`src/common/smer_pkg.sv`:
```
// Purpose: shared constants for the stop mode entry and release block
// Assumes: 32-bit AHB-Lite register bus, 100 MHz hclk
// Notes:   offsets are byte addresses of aligned words
package smer_pkg;
    // ------------------------------------------------------------
    // register map
    // ------------------------------------------------------------
    localparam logic [7:0] SMER_SYSCTL_OFFSET  = 8'h00; // system_control_one
    localparam logic [7:0] SMER_WARMUP_OFFSET  = 8'h04; // warmup_count_setting
    localparam logic [7:0] SMER_STATUS_OFFSET  = 8'h08; // live state
    localparam logic [7:0] SMER_PCSAVE_OFFSET  = 8'h0C; // held program counter
    // ------------------------------------------------------------
    // field positions of system_control_one
    // ------------------------------------------------------------
    localparam int SMER_STOP_BIT    = 7;  // stop request
    localparam int SMER_RELEASE_MODE_SELECT_BIT    = 6;  // release_mode_select
    localparam int SMER_PORT_OUTPUT_ENABLE_BIT   = 4;  // port_output_enable
    localparam int SMER_WSEL_BIT    = 0;  // warmup_source_select
    localparam int SMER_LOWCLK_BIT  = 1;  // main clock from low_freq_clock
    // ------------------------------------------------------------
    // reset values
    // ------------------------------------------------------------
    localparam logic [7:0]  SMER_SYSCTL_RESET = 8'h00;
    localparam logic [15:0] SMER_WARMUP_RESET = 16'h0010;
    localparam logic [15:0] SMER_PC_RESET     = 16'h0000;
    // ------------------------------------------------------------
    // timing
    // ------------------------------------------------------------
    localparam int SMER_CLK_NS        = 10;  // hclk period
    localparam int SMER_MACHINE_NS    = 10;  // one machine cycle, ns
    localparam int SMER_BLIND_CYCLES  =
        (SMER_MACHINE_NS + SMER_CLK_NS - 1) / SMER_CLK_NS; // round up
    localparam int SMER_RST_WARMUP    = 16;  // warm-up cycles after reset
    localparam int SMER_SYNC_STAGES   = 2;   // pin synchroniser depth
    localparam int SMER_INSTR_BYTES   = 1;   // pc step per instruction
    // ------------------------------------------------------------
    // state encoding, one-hot
    // ------------------------------------------------------------
    typedef enum logic [3:0] {
        SMER_RUN    = 4'b0001,
        SMER_BLIND  = 4'b0010,
        SMER_STOP   = 4'b0100,
        SMER_WARM   = 4'b1000
    } smer_state_type;
endpackage

```
`src/smer_top.sv`:
```
// Purpose: stop mode entry, hold and release for a small controller
// Assumes: cpu writes system_control_one over AHB-Lite; release pin async
// Notes:   oscillators and core are gated by registered enables
`timescale 1ns/100ps
module smer_top
    import smer_pkg::*;
#(
    parameter int WARM_W = 16               // warm-up counter width
) (
    input  wire logic        hclk,
    input  wire logic        hresetn,
    input  wire logic        clk_en,         // freezes all state when low
    // ahb-lite slave
    input  wire logic        hsel,
    input  wire logic [31:0] haddr,
    input  wire logic [1:0]  htrans,
    input  wire logic        hwrite,
    input  wire logic [2:0]  hsize,
    input  wire logic [31:0] hwdata,
    input  wire logic        hready,
    output logic      [31:0] hrdata,
    output logic             hreadyout,
    output logic             hresp,
    // cpu side
    input  wire logic [15:0] cpu_pc,         // address of requesting instruction
    input  wire logic        instr_done,     // requesting instruction completed
    // wake sources, asynchronous
    input  wire logic        stop_pin_n,     // shared_port_bit / interrupt five
    input  wire logic        key_wakeup,
    input  wire logic        key_level,      // release level of key wakeup
    input  wire logic        volt_detect,
    // controls to the rest of the chip
    output logic             high_osc_en,
    output logic             low_osc_en,
    output logic             core_run,
    output logic             tg_clear,       // timing generator clear pulse
    output logic             port_drive,     // port latches driven during stop
    output logic             warm_from_low,  // warm-up source for this release
    output logic             pin_sync,       // synced pin for port/interrupt
    output logic      [15:0] resume_pc
);
    // ------------------------------------------------------------
    // state record
    // ------------------------------------------------------------
    typedef struct packed {
        logic [1:0]        pin_s;      // pin synchroniser
        logic [1:0]        key_s;      // key synchroniser
        logic [1:0]        vd_s;       // voltage detect synchroniser
        logic              pin_prev;   // for edge detection
        logic [7:0]        sysctl;     // system_control_one
        logic [15:0]       warm_set;   // warmup_count_setting
        smer_state_type    st;
        logic [WARM_W-1:0] cnt;        // warm-up / blind counter
        logic              release_mode_select_held;  // mode latched at entry
        logic              low_held;   // clock source latched at entry
        logic              pend;       // stop requested, waiting instr
        logic              wr_pend;    // ahb write data phase
        logic              rd_pend;    // ahb read data phase
        logic [7:0]        addr_q;     // latched address
        logic [15:0]       pc_q;
        logic [31:0]       rdata;
        logic              hi_en;
        logic              lo_en;
        logic              run;
        logic              tgc;
        logic              pdrv;
        logic              wlow;
    } smer_regs_type;

    smer_regs_type r;       // current state
    smer_regs_type next_r;  // next state

    // reset value of the whole record; warm-up after reset is counted
    localparam smer_regs_type SMER_RESET = '{
        pin_s: 2'h0, key_s: 2'h0, vd_s: 2'h0, pin_prev: 1'b0,
        sysctl: SMER_SYSCTL_RESET, warm_set: SMER_WARMUP_RESET,
        st: SMER_WARM, cnt: WARM_W'(SMER_RST_WARMUP),
        release_mode_select_held: 1'b0, low_held: 1'b0, pend: 1'b0,
        wr_pend: 1'b0, rd_pend: 1'b0, addr_q: 8'h00,
        pc_q: SMER_PC_RESET, rdata: 32'h0000_0000,
        hi_en: 1'b1, lo_en: 1'b0, run: 1'b0, tgc: 1'b1,
        pdrv: 1'b1, wlow: 1'b0
    };

    // ------------------------------------------------------------
    // next-state logic
    // ------------------------------------------------------------
    logic pin_hi;      // synced pin level
    logic pin_rise;    // synced rising edge
    logic key_hit;     // key wakeup at its release level
    logic wake_any;    // any non-pin release source
    logic ahb_go;      // valid address phase

    always_comb begin
        next_r   = r;
        pin_hi   = r.pin_s[1];
        pin_rise = r.pin_s[1] & ~r.pin_prev;
        key_hit  = (r.key_s[1] == key_level);
        wake_any = key_hit | r.vd_s[1];
        ahb_go   = hsel & hready & htrans[1];

        // synchronisers: only the second stage is read by logic
        next_r.pin_s    = {r.pin_s[0], stop_pin_n};    // pin high means release
        next_r.key_s    = {r.key_s[0], key_wakeup};
        next_r.vd_s     = {r.vd_s[0], volt_detect};
        next_r.pin_prev = r.pin_s[1];
        next_r.tgc      = 1'b0;

        // bus: address phase latches, data phase acts
        next_r.wr_pend = ahb_go & hwrite;
        next_r.rd_pend = ahb_go & ~hwrite;
        if (ahb_go) begin
            next_r.addr_q = haddr[7:0];
        end
        if (r.wr_pend) begin
            // writes land in the data phase
            unique case (r.addr_q)
                SMER_SYSCTL_OFFSET: begin
                    next_r.sysctl = hwdata[7:0];
                    if (hwdata[SMER_STOP_BIT]) begin
                        next_r.pend = 1'b1;
                    end
                end
                SMER_WARMUP_OFFSET: next_r.warm_set = hwdata[15:0];
                default: ;                                         // ignored
            endcase
        end
        if (ahb_go & ~hwrite) begin
            unique case (haddr[7:0])
                SMER_SYSCTL_OFFSET: next_r.rdata = {24'h0, r.sysctl};
                SMER_WARMUP_OFFSET: next_r.rdata = {16'h0, r.warm_set};
                SMER_STATUS_OFFSET: next_r.rdata = {27'h0, r.st, pin_hi};
                SMER_PCSAVE_OFFSET: next_r.rdata = {16'h0, r.pc_q};
                default:            next_r.rdata = 32'h0000_0000;
            endcase
        end

        unique case (r.st)
            SMER_RUN: begin
                // request only acts once its instruction has finished
                if (r.pend & instr_done) begin
                    next_r.pend = 1'b0;
                    next_r.sysctl[SMER_STOP_BIT] = 1'b0;
                    // level mode with the pin already high: keep running
                    if (r.sysctl[SMER_RELEASE_MODE_SELECT_BIT] & pin_hi) begin
                        next_r.st = SMER_RUN;
                    end else begin
                        // edge mode enters regardless of pin
                        next_r.release_mode_select_held = r.sysctl[SMER_RELEASE_MODE_SELECT_BIT];
                        next_r.low_held  = r.sysctl[SMER_LOWCLK_BIT];
                        next_r.pc_q = cpu_pc + 16'(2 * SMER_INSTR_BYTES);
                        // blind span covers the synchroniser lag as well, so a
                        // pin edge inside the first machine cycle is not seen
                        next_r.cnt  = WARM_W'(SMER_BLIND_CYCLES + SMER_SYNC_STAGES);
                        next_r.st   = SMER_BLIND;
                        next_r.run  = 1'b0;
                        next_r.hi_en = 1'b0;
                        next_r.lo_en = 1'b0;
                        next_r.tgc  = 1'b1;
                        next_r.pdrv = r.sysctl[SMER_PORT_OUTPUT_ENABLE_BIT];
                    end
                end
            end
            SMER_BLIND: begin
                // edges in the first machine cycle are not release events
                next_r.cnt = r.cnt - WARM_W'(1);
                if (r.cnt == WARM_W'(1)) begin
                    next_r.st = SMER_STOP;
                end
            end
            SMER_STOP: begin
                if ((r.release_mode_select_held & pin_hi) |
                    (~r.release_mode_select_held & pin_rise) |
                    wake_any) begin
                    next_r.st    = SMER_WARM;
                    next_r.cnt   = r.warm_set[WARM_W-1:0];
                    // restart the oscillator that ran the main clock
                    next_r.hi_en = ~r.low_held;
                    next_r.lo_en = r.low_held;
                    next_r.wlow  = r.low_held;
                end
            end
            SMER_WARM: begin
                // core held until the count runs out
                if (r.cnt == WARM_W'(0)) begin
                    next_r.st   = SMER_RUN;
                    next_r.run  = 1'b1;
                    next_r.tgc  = 1'b1;
                    next_r.pdrv = 1'b1;
                end else begin
                    next_r.cnt = r.cnt - WARM_W'(1);
                end
            end
            default: next_r.st = SMER_RUN;
        endcase
    end

    // ------------------------------------------------------------
    // state register; any reset ends stop and starts warm-up
    // ------------------------------------------------------------
    always_ff @(posedge hclk or negedge hresetn) begin
        if (!hresetn) begin
            r <= SMER_RESET;
        end else if (clk_en) begin
            r <= next_r;
        end
    end

    // ------------------------------------------------------------
    // outputs, straight from the record; bus handshake tied off
    // ------------------------------------------------------------
    assign hrdata        = r.rdata;
    assign hreadyout     = 1'b1;   // zero wait states
    assign hresp         = 1'b0;   // always okay
    assign high_osc_en   = r.hi_en;
    assign low_osc_en    = r.lo_en;
    assign core_run      = r.run;
    assign tg_clear      = r.tgc;
    assign port_drive    = r.pdrv;
    assign warm_from_low = r.wlow;
    assign pin_sync      = r.pin_s[1]; // feeds port and interrupt five
    assign resume_pc     = r.pc_q;
endmodule
```
`config.mk`:
```
export PLATFORM = sky130hd
export DESIGN_NAME = smer_top
export DESIGN_NICKNAME = d
export VERILOG_FILES = /design/src/common/smer_pkg.sv /design/src/smer_top.sv
export SDC_FILE = /design/constraint.sdc
export NUM_CORES = 1
export LEC_CHECK = 0
export BUFFER_PORTS_ARGS = -buffer_cell sky130_fd_sc_hd__buf_2
export CORE_UTILIZATION = 45
export CTS_BUF_LIST = sky130_fd_sc_hd__clkbuf_8
export DETAILED_ROUTE_END_ITERATION = 6
export GPL_TIMING_DRIVEN = 0
export PLACE_DENSITY = 0.7
export SLEW_MARGIN = 20
export SYNTH_ARGS = -nofsm -noshare
export SYNTH_HDL_FRONTEND = slang
export SYNTH_SLANG_ARGS = --single-unit
```
`constraint.sdc`:
```
create_clock -name hclk -period 2.3 [get_ports hclk]
set_input_delay 0.46 -clock hclk [delete_from_list [all_inputs] [get_ports hclk]]
set_output_delay 0.46 -clock hclk [all_outputs]
set_load 0.02 [all_outputs]
```
==> impl_metrics.tcl, run 1 <==
set metrics [dict create \
    finalHoldViolations 0 \
    place_area_mm2 0.006225 \
    htreeDepth 3 \
    synth_area_mm2 0.005507 \
    grt_pass1_vias 4188 \
    r2r_slack_ns 0.11 \
    die_w_um 112.6 \
    synth_cells 527 \
    layout_common_cells "buf_2, dfrtp_1, buf_4" \
    critical_path_buf_inv_count 2 \
    setup_viol 0 \
    clk_pin_slew_worst_paths_ns 0.11 \
    cts_tree "yes" \
    portBuffers 88 \
    syn_to_final_growth_pct 17.43 \
    gp_congestion 0.8925 \
    clock.fmax_mhz 456.4 \
    globalRouteTotalUtil_pct 21.63 \
    dpl.hpwl_um 9691 \
    nNetsFinal 748 \
    rows 40 \
    synth-seq-area-share_pct 46.03 \
    die_h_um 112.6 \
    crit_type "reg -> reg" \
    drc 0 \
    startpoint "r[86]$_DFFE_PN1P_" \
    setup.worst_path.end_class "flip-flop" \
    cp_data_required_time_ns 2.56 \
    grt_first_pass_wirelength_um 21380 \
    reg2regPathDepth 7 \
    dpl_worst_slack_ns -0.1547 \
    ys_types 62 \
    ant_nets 0 \
    critical_path.max_stage_delay_ns 0.41 \
    min_path_type "in -> async" \
    reg2reg_from "r[86]$_DFFE_PN1P_" \
    max_slew.worst_pin.slew_ns 0.7555 \
    cp_max_fo 10 \
    status "completed" \
    clockBufferDepth 2 \
    synth_ff_type "dfrtp_1" \
    wl_per_cell_um 16.30 \
    report.final.slew_viol_count 0 \
    peakVddDrop_mv 0.4532 \
    routed_via_density 5.471 \
    worst_clock_skew_ns 0.009836 \
    core-area_mm2 0.01196 \
    power_leakage_uw 0.003149 \
    cts_sinks 101 \
    finalCritPeriodShare_pct 95.26 \
    slowest_stage "o31ai_1" \
    start_kind "flip-flop" \
    via_count 4382 \
    drive_above_1_share_pct 38.69 \
    avgSynthCellArea_um2 10.45 \
    diodes 0 \
    drt_iter0_markers 317 \
    critical_path.cell_chain "buf_6, nor4b_4, and3b_4, nor2b_2, clkbuf_1, o31ai_1, o21ai_2" \
    timing.rr.end "r[77]$_DFFE_PN0P_" \
    cap_violations 0 \
    final_common_cell "buf_2" \
    die_area_mm2 0.01268 \
    final.min_clock_period_ns 2.191 \
    cts-root-buf "clkbuf_8" \
    drt-total-wl_um 13060 \
    synth_seq_cells 101 \
    grt_max_degree 58 \
    initial_core_util_pct 46.04 \
    maxSlewHeadroom_pct 49.26 \
    powerDensity_mw_per_mm2 727.9 \
    synth_edf_count 0 \
    numCtsBuffers 9 \
    stdcell_area_mm2 0.006466 \
    timing.final.ws_setup_ns 0.1091 \
    antenna_found_initial 0 \
    gr-total-overflow 0 \
    clk_latency_ns 0.38 \
    path_delay_family "simple AND/OR/NAND/NOR gates" \
    synthArstFlopShare_pct 100.0 \
    dr.pass1.iters 7 \
    yosysWarnings 0 \
    pin_count 153 \
    arrival_ns 2.45 \
]
## through the flow
| step | TNS [ns] | total power [uW] | std cells | hold WS [ns] | util, % |
|---|---|---|---|---|---|
| 6_report | 0 | 4707 | 801 | 0.03308 | 54.06 |
| 5_1_grt | -0.008157 | 4966 | 801 | 0.05416 | 54.06 |
| 4_1_cts | 0 | 4693 | 797 | 0.04467 | 53.68 |
| 3_5_place_dp | -1.699 | 3599 | 779 | 0.4636 | 52.04 |
| 3_3_place_gp | -26.90 | 3548 | 778 | 0.4649 | 51.76 |
| 2_1_floorplan | 0 | 3165 | 543 | 0.1644 | - |
## worst max-delay path by stage
| stage | end | slack [ns] | cells past startpoint |
|---|---|---|---|
| 2_1_floorplan | r[73]$_DFFE_PN0P_ | 0.33 | 9 |
| 3_3_place_gp | r[77]$_DFFE_PN0P_ | -0.28 | 1 |
| 3_5_place_dp | r[74]$_DFFE_PN0P_ | -0.15 | 9 |
| 4_1_cts | r[82]$_DFFE_PN0P_ | 0.05 | 10 |
| 5_1_grt | r[77]$_DFFE_PN0P_ | -0.007 | 7 |
| 6_report | r[77]$_DFFE_PN0P_ | 0.11 | 7 |
## worst register-to-register path, cell delays in order (launching register included)
cell      delay, ns
dfstp_2        0.38
buf_6          0.14
nor4b_4        0.40
and3b_4        0.29
nor2b_2        0.09
clkbuf_1       0.27
o31ai_1        0.41
o21ai_2        0.09
## layer usage
| layer | vias to the layer above | track usage, % | wire, um | share of wire, % |
|---|---|---|---|---|
| met2 | 152 | 34.94 | 6266 | 48 |
| li1 | 2068 | - | - | - |
| met5 | - | 0 | 0 | 0 |
| met1 | 2152 | 29.82 | 6032 | 46 |
| met3 | 10 | 4.158 | 598 | 4.6 |
| met4 | 0 | 5.778 | 163 | 1.2 |
## flip-flops by register name, summed over array words and instances, names as in the netlist, 3 cells and up
name / cells
r: 59
next_r: 3
resume_pc: 16
hrdata: 16
## layout make-up
class | instances | area, um2
clock inverters | 7 | 48.80
flip-flops and latches | 101 | 2535
inverters | 13 | 48.80
multi-input cells | 350 | 2460
clock buffers | 9 | 123.9
well taps | 147 | 183.9
fillers | 1055 | 5495
plain buffers | 78 | 539.3
repair buffers | 96 | 526.8
## power breakdown
group          internal [uW]  leakage (uW)  switching, uW
Clock                    398     0.0000898            655
Combinational            668       0.00173            791
Sequential              2000       0.00133            190
## cells in the mapped netlist, drive strengths merged, types with 4 or more instances
| cell | count | area share (%) |
|---|---|---|
| a21oi | 29 | 2.7 |
| a222oi | 5 | 0.91 |
| a31oi | 6 | 0.68 |
| a32oi | 10 | 1.6 |
| and3 | 5 | 0.57 |
| buf | 69 | 9.2 |
| clkbuf | 10 | 0.68 |
| dfrtp | 95 | 43 |
| dfstp | 6 | 2.9 |
| inv | 13 | 0.89 |
| mux2 | 43 | 8.8 |
| mux2i | 13 | 2.4 |
| nand2 | 42 | 2.9 |
| nand3 | 6 | 0.55 |
| nand4 | 6 | 0.80 |
| nor2 | 36 | 2.5 |
| nor3 | 7 | 0.73 |
| nor3b | 4 | 0.64 |
| nor4 | 8 | 1.8 |
| o211ai | 4 | 0.64 |
| o21ai | 42 | 4.5 |
| o31ai | 14 | 1.9 |
| xnor2 | 7 | 1.1 |
| xor2 | 10 | 1.6 |
## cell families after synthesis
group	after synthesis	share of synthesized area [%]
muxes	56	11.16
buffers and inverters	92	10.75
xor gates and xnor gates	17	2.704
AOI/OAI and AO/OA	123	14.95
and+or+nand+nor	133	13.59
DFF	101	46.03
adders and majority gates	3	0.6817
other	2	0.1364
## repair_timing
action / CTS / global route
buffers inserted: 2 / 5
resized for setup: 1 / 2
setup endpoints to repair: 16 / 17
pin swaps: 1 / 1
gates cloned: 0 / 0
hold buffers: 0 / 0
(Power assumes the default switching activity.)
==> run 2: changes to the inputs <==
--- a/config.mk
+++ b/config.mk
@@ -12,4 +12,5 @@
 export GPL_TIMING_DRIVEN = 0
 export PLACE_DENSITY = 0.7
+export SKIP_LAST_GASP = 1
 export SLEW_MARGIN = 20
 export SYNTH_ARGS = -nofsm -noshare
==> constraint.sdc (replaced) <==
create_clock -name hclk -period 2.3 [get_ports hclk]
set_input_delay 0.115 -clock hclk [delete_from_list [all_inputs] [get_ports hclk]]
set_output_delay 0.115 -clock hclk [all_outputs]
set_load 0.02 [all_outputs]
==> impl_metrics.tcl, run 2 (synthesized netlist as in run 1, its figures left out) <==
set metrics [dict create \
    wl_per_cell_um 16.14 \
    worst_clock_skew_ns 0.009887 \
    critical_path.max_stage_delay_ns 0.40 \
    r2r_slack_ns 0.14 \
    maxSlewHeadroom_pct 49.28 \
    ant_nets 0 \
    report.final.slew_viol_count 0 \
    startpoint "r[86]$_DFFE_PN1P_" \
    gp_congestion 0.8925 \
    globalRouteTotalUtil_pct 22.11 \
    power_leakage_uw 0.003262 \
    drt-total-wl_um 13360 \
    cts_sinks 101 \
    antenna_found_initial 0 \
    min_path_type "in -> reg" \
    timing.rr.end "r[77]$_DFFE_PN0P_" \
    setup.worst_path.end_class "flip-flop" \
    routed_via_density 5.411 \
    reg2regPathDepth 7 \
    grt_max_degree 58 \
    switching_share_pct 34.73 \
    max_slew.worst_pin.slew_ns 0.7551 \
    place_area_mm2 0.006225 \
    nNetsFinal 775 \
    drive_above_1_share_pct 37.15 \
    final_common_cell "buf_2" \
    die_h_um 112.6 \
    gr-total-overflow 0 \
    switching_power_uw 1649 \
    cts-root-buf "clkbuf_8" \
    drt_iter0_markers 308 \
    tns_ns 0 \
    powerDensity_mw_per_mm2 705.0 \
    rows 40 \
    cp_max_fo 10 \
    critical_path.cell_chain "buf_6, nor4b_4, and3b_4, nor2b_2, clkbuf_1, o31ai_1, o21ai_2" \
    top_register "r" \
    p_seq_share_pct 46.3 \
    pin_count 153 \
    core-area_mm2 0.01196 \
    final.min_clock_period_ns 2.158 \
    largest_reg_flops 59 \
    power.share.clock_pct 22.2 \
    dr.pass1.iters 7 \
    arrival_ns 2.42 \
    die_area_mm2 0.01268 \
    peakVddDrop_mv 0.4542 \
    grt_pass1_vias 4368 \
    portBuffers 88 \
    htreeDepth 3 \
    start_kind "flip-flop" \
    grt_first_pass_wirelength_um 21890 \
    cp_data_required_time_ns 2.56 \
    finalCritPeriodShare_pct 93.82 \
    clock.fmax_mhz 463.4 \
    drc 0 \
    reg2reg_from "r[86]$_DFFE_PN1P_" \
    via_count 4480 \
    crit_type "reg -> reg" \
    clockBufferDepth 2 \
    cp-endpoint "r[77]$_DFFE_PN0P_" \
    setup_viol 0 \
    finalHoldViolations 0 \
    cts_tree "yes" \
    diodes 0 \
    numCtsBuffers 9 \
    status "completed" \
    stdcell_area_mm2 0.006736 \
    clk_pin_slew_worst_paths_ns 0.11 \
    layout_common_cells "buf_2, dfrtp_1, buf_4" \
    dpl.hpwl_um 9691 \
    p_int_uw 3100 \
    syn_to_final_growth_pct 22.34 \
    cap_violations 0 \
    initial_core_util_pct 46.04 \
    slowest_stage "nor4b_4" \
    die_w_um 112.6 \
    clk_latency_ns 0.38 \
    combinationalPowerShare_pct 31.5 \
]
==> run 2: changes by cell type in the layout (fill, tap and decap cells not counted) <==
cell,delta
dlygate4sd3_1,+27
==> run 2: stage by stage <==
stage               hold WS [ns]  instances  worst slack (ns)  power (uW)  utilization [%]
floorplan                -0.1806        543            0.3271        3165                -
global placement          0.3467        778          -0.07934        3548            51.76
detailed placement        0.1186        779           -0.1547        3599            52.04
CTS                    0.0009782        823           0.04598        4727            55.86
global route           0.0009246        828         -0.006691        5006            56.32
finish                   0.01390        828            0.1421        4749            56.32
==> run 2: what timing repair did <==
| action | CTS | global route |
|---|---|---|
| resized for setup | 1 | 2 |
| pin swaps | 1 | 1 |
| setup buffers | 2 | 5 |
| setup endpoints to repair | 16 | 17 |
| hold buffers | 26 | 1 |
| hold endpoints to repair | 85 | 2 |
==> run 2: final cells by class <==
cell class,instances,area [um2]
repair buffers,123,797.0
clock inverters,7,48.80
well taps,147,183.9
multi-input cells,350,2460
inverters,13,48.80
flip-flops and latches,101,2535
plain buffers,78,539.3
clock buffers,9,123.9
fillers,1024,5225
==> run 2: metal layers <==
metal  GRT usage, %  share of wire (%)
met5              0                  0
met4          6.222                1.5
met3          4.374                4.2
met2          36.21                 49
met1          29.85                 46
==> run 2: critical path: cells and delay by family, from the launching register on <==
family	cells	cell delay, ns
compound gates	2	0.48
buf+inv	2	0.40
flops	1	0.38
simple gates	3	0.77
==> run 2: how the worst min path moves through the flow <==
stage | start | to | slack, ns | cells after the start
2_1_floorplan | hresetn | core_run$_DFFE_PN0P_ | -0.18 | 0
3_3_place_gp | stop_pin_n | next_r[117]$_DFFE_PN0P_ | 0.35 | 2
3_5_place_dp | hresetn | r[61]$_DFFE_PN0P_ | 0.12 | 1
4_1_cts | hwdata[4] | r[91]$_DFFE_PN1P_ | 0.001 | 2
5_1_grt | hwdata[2] | r[105]$_DFFE_PN0P_ | 0.0009 | 2
6_report | hwdata[2] | r[105]$_DFFE_PN0P_ | 0.01 | 2
==> run 2: power groups by stage <==
stage               clock, uW  combinational (uW)  sequential (uW)
detailed placement          0                1370             2230
CTS                      1090                1450             2200
floorplan                   0                 992             2170
finish                   1060                1500             2200
global placement            0                1330             2220
global route             1150                1630             2230
==> run 3: changes to the inputs <==
- SETUP_SLACK_MARGIN: unset -> 0.5
==> impl_metrics.tcl, run 3 (synthesized netlist as in run 1, its figures left out) <==
set metrics [dict create \
    status "completed" \
    cts_sinks 101 \
    top_register "r" \
    multi_input_comb_area_mm2 0.002865 \
    seqCellArea_mm2 0.002542 \
    htreeDepth 3 \
    ant_nets 0 \
    syn_to_final_growth_pct 42.60 \
    gr-total-overflow 0 \
    portBuffers 88 \
    clk_latency_ns 0.38 \
    final.min_clock_period_ns 2.024 \
    min_path_type "in -> reg" \
    maxSlewHeadroom_pct 53.11 \
    gp_congestion 0.8561 \
    final_cells 883 \
    core-area_mm2 0.01196 \
    dr.pass1.iters 5 \
    wl_per_cell_um 17.53 \
    drc 0 \
    peakVddDrop_mv 0.5443 \
    finalCritPeriodShare_pct 87.99 \
    tns_ns 0 \
    cap_violations 0 \
    grt_first_pass_wirelength_um 24210 \
    clk_pin_slew_worst_paths_ns 0.10 \
    cts_tree "yes" \
    routed_via_density 5.531 \
    numCtsBuffers 9 \
    final_common_cell "buf_4" \
    cp_max_fo 7 \
    clockBufferDepth 2 \
    dp.cells 779 \
    die_w_um 112.6 \
    cts-root-buf "clkbuf_8" \
    power_leakage_uw 0.003732 \
    rows 40 \
    drt-total-wl_um 15480 \
    post-route-util_pct 65.65 \
    antenna_found_initial 0 \
    nNetsFinal 830 \
    grt_pass1_vias 4853 \
    arrival_ns 2.33 \
    clock.fmax_mhz 494.1 \
    finalHoldViolations 0 \
    r2r_slack_ns 0.28 \
    dpl.hpwl_um 9791 \
    diodes 0 \
    layout_common_cells "buf_4, buf_2, dfrtp_1" \
    cp_data_required_time_ns 2.60 \
    die_h_um 112.6 \
    initial_core_util_pct 46.04 \
    max_slew.worst_pin.slew_ns 0.7033 \
    globalRouteTotalUtil_pct 24.72 \
    via_count 4884 \
    grt_max_degree 58 \
    pin_count 153 \
    worst_clock_skew_ns 0.01400 \
    setup.worst_path.end_class "flip-flop" \
    total_power_uw 5442 \
    crit_type "reg -> reg" \
    report.final.slew_viol_count 0 \
    drive_above_1_share_pct 51.49 \
    start_kind "flip-flop" \
    setup_viol 0 \
    grt_setup_unrepaired "true" \
    largest_reg_flops 59 \
    die_area_mm2 0.01268 \
    final.fill_count 874 \
    drt_iter0_markers 315 \
    powerDensity_mw_per_mm2 693.1 \
]
-- run 3: path summary, 6_finish.rpt --
kind / cells past startpoint / from / to
worst max register to register: 10 / r[84]$_DFFE_PN0P_ / resume_pc[10]$_DFFE_PN0P_
worst min register to register: 2 / hrdata[10]$_DFFE_PN0P_ / hrdata[10]$_DFFE_PN0P_
worst min-delay path: 3 / cpu_pc[15] / resume_pc[15]$_DFFE_PN0P_
min in group asynchronous: 2 / hresetn / r[58]$_DFFE_PN0P_
worst max-delay path: 10 / r[84]$_DFFE_PN0P_ / resume_pc[10]$_DFFE_PN0P_
max in group asynchronous: 3 / hresetn / r[86]$_DFFE_PN1P_
-- run 3: report_power, final --
part,total [uW],leakage (uW),switching (uW),internal (uW)
logic,2000,0.00230,976,1020
clock network,1200,0.000107,653,545
registers,2240,0.00132,240,2000
total,5440,0.00373,1870,3570
-- run 3: area by class of cell --
type | instances | share of cell area [%]
clock buffers | 10 | 1.753
well taps | 147 | 2.342
flip-flops and latches | 101 | 32.38
clock inverters | 6 | 0.8923
inverters | 13 | 0.6214
multi-input cells | 350 | 36.49
repair buffers | 177 | 17.45
plain buffers | 79 | 8.078
-- run 3: routing by layer --
layer  vias up  global-route usage (%)  share of wire [%]
met4         0                   9.600                2.4
met1      2421                   31.77                 42
met3        39                   3.942                4.7
met2       187                   41.89                 51
met5         -                       0                  0
li1       2237                       -                  -
-- run 3: metrics by stage --
stage / setup WS, ns / cell area [um2] / hold WS (ns)
2_1_floorplan: 0.4174 / 5588 / -0.1806
3_3_place_gp: 0.04155 / 6212 / 0.3468
3_5_place_dp: 0.01416 / 6246 / 0.06736
4_1_cts: 0.3864 / 7559 / 0.01767
5_1_grt: 0.2208 / 7853 / 0.02703
6_report: 0.2762 / 7853 / 0.03769
-- run 3: critical path, stage by stage (launching register included) --
cell	delay [ns]
dfrtp_1	0.39
buf_6	0.14
nor4b_4	0.32
buf_4	0.18
nand4_1	0.15
a21oi_4	0.21
buf_12	0.16
buf_6	0.11
buf_8	0.13
nor2_4	0.04
a21oi_2	0.10
-- run 3: repair_timing --
item	CTS	global route
endpoints found under the hold margin	76	1
endpoints found under the setup margin	63	69
gates cloned	4	1
pin swaps	24	11
gates resized for setup	108	39
hold buffers	28	1
buffers inserted	42	12
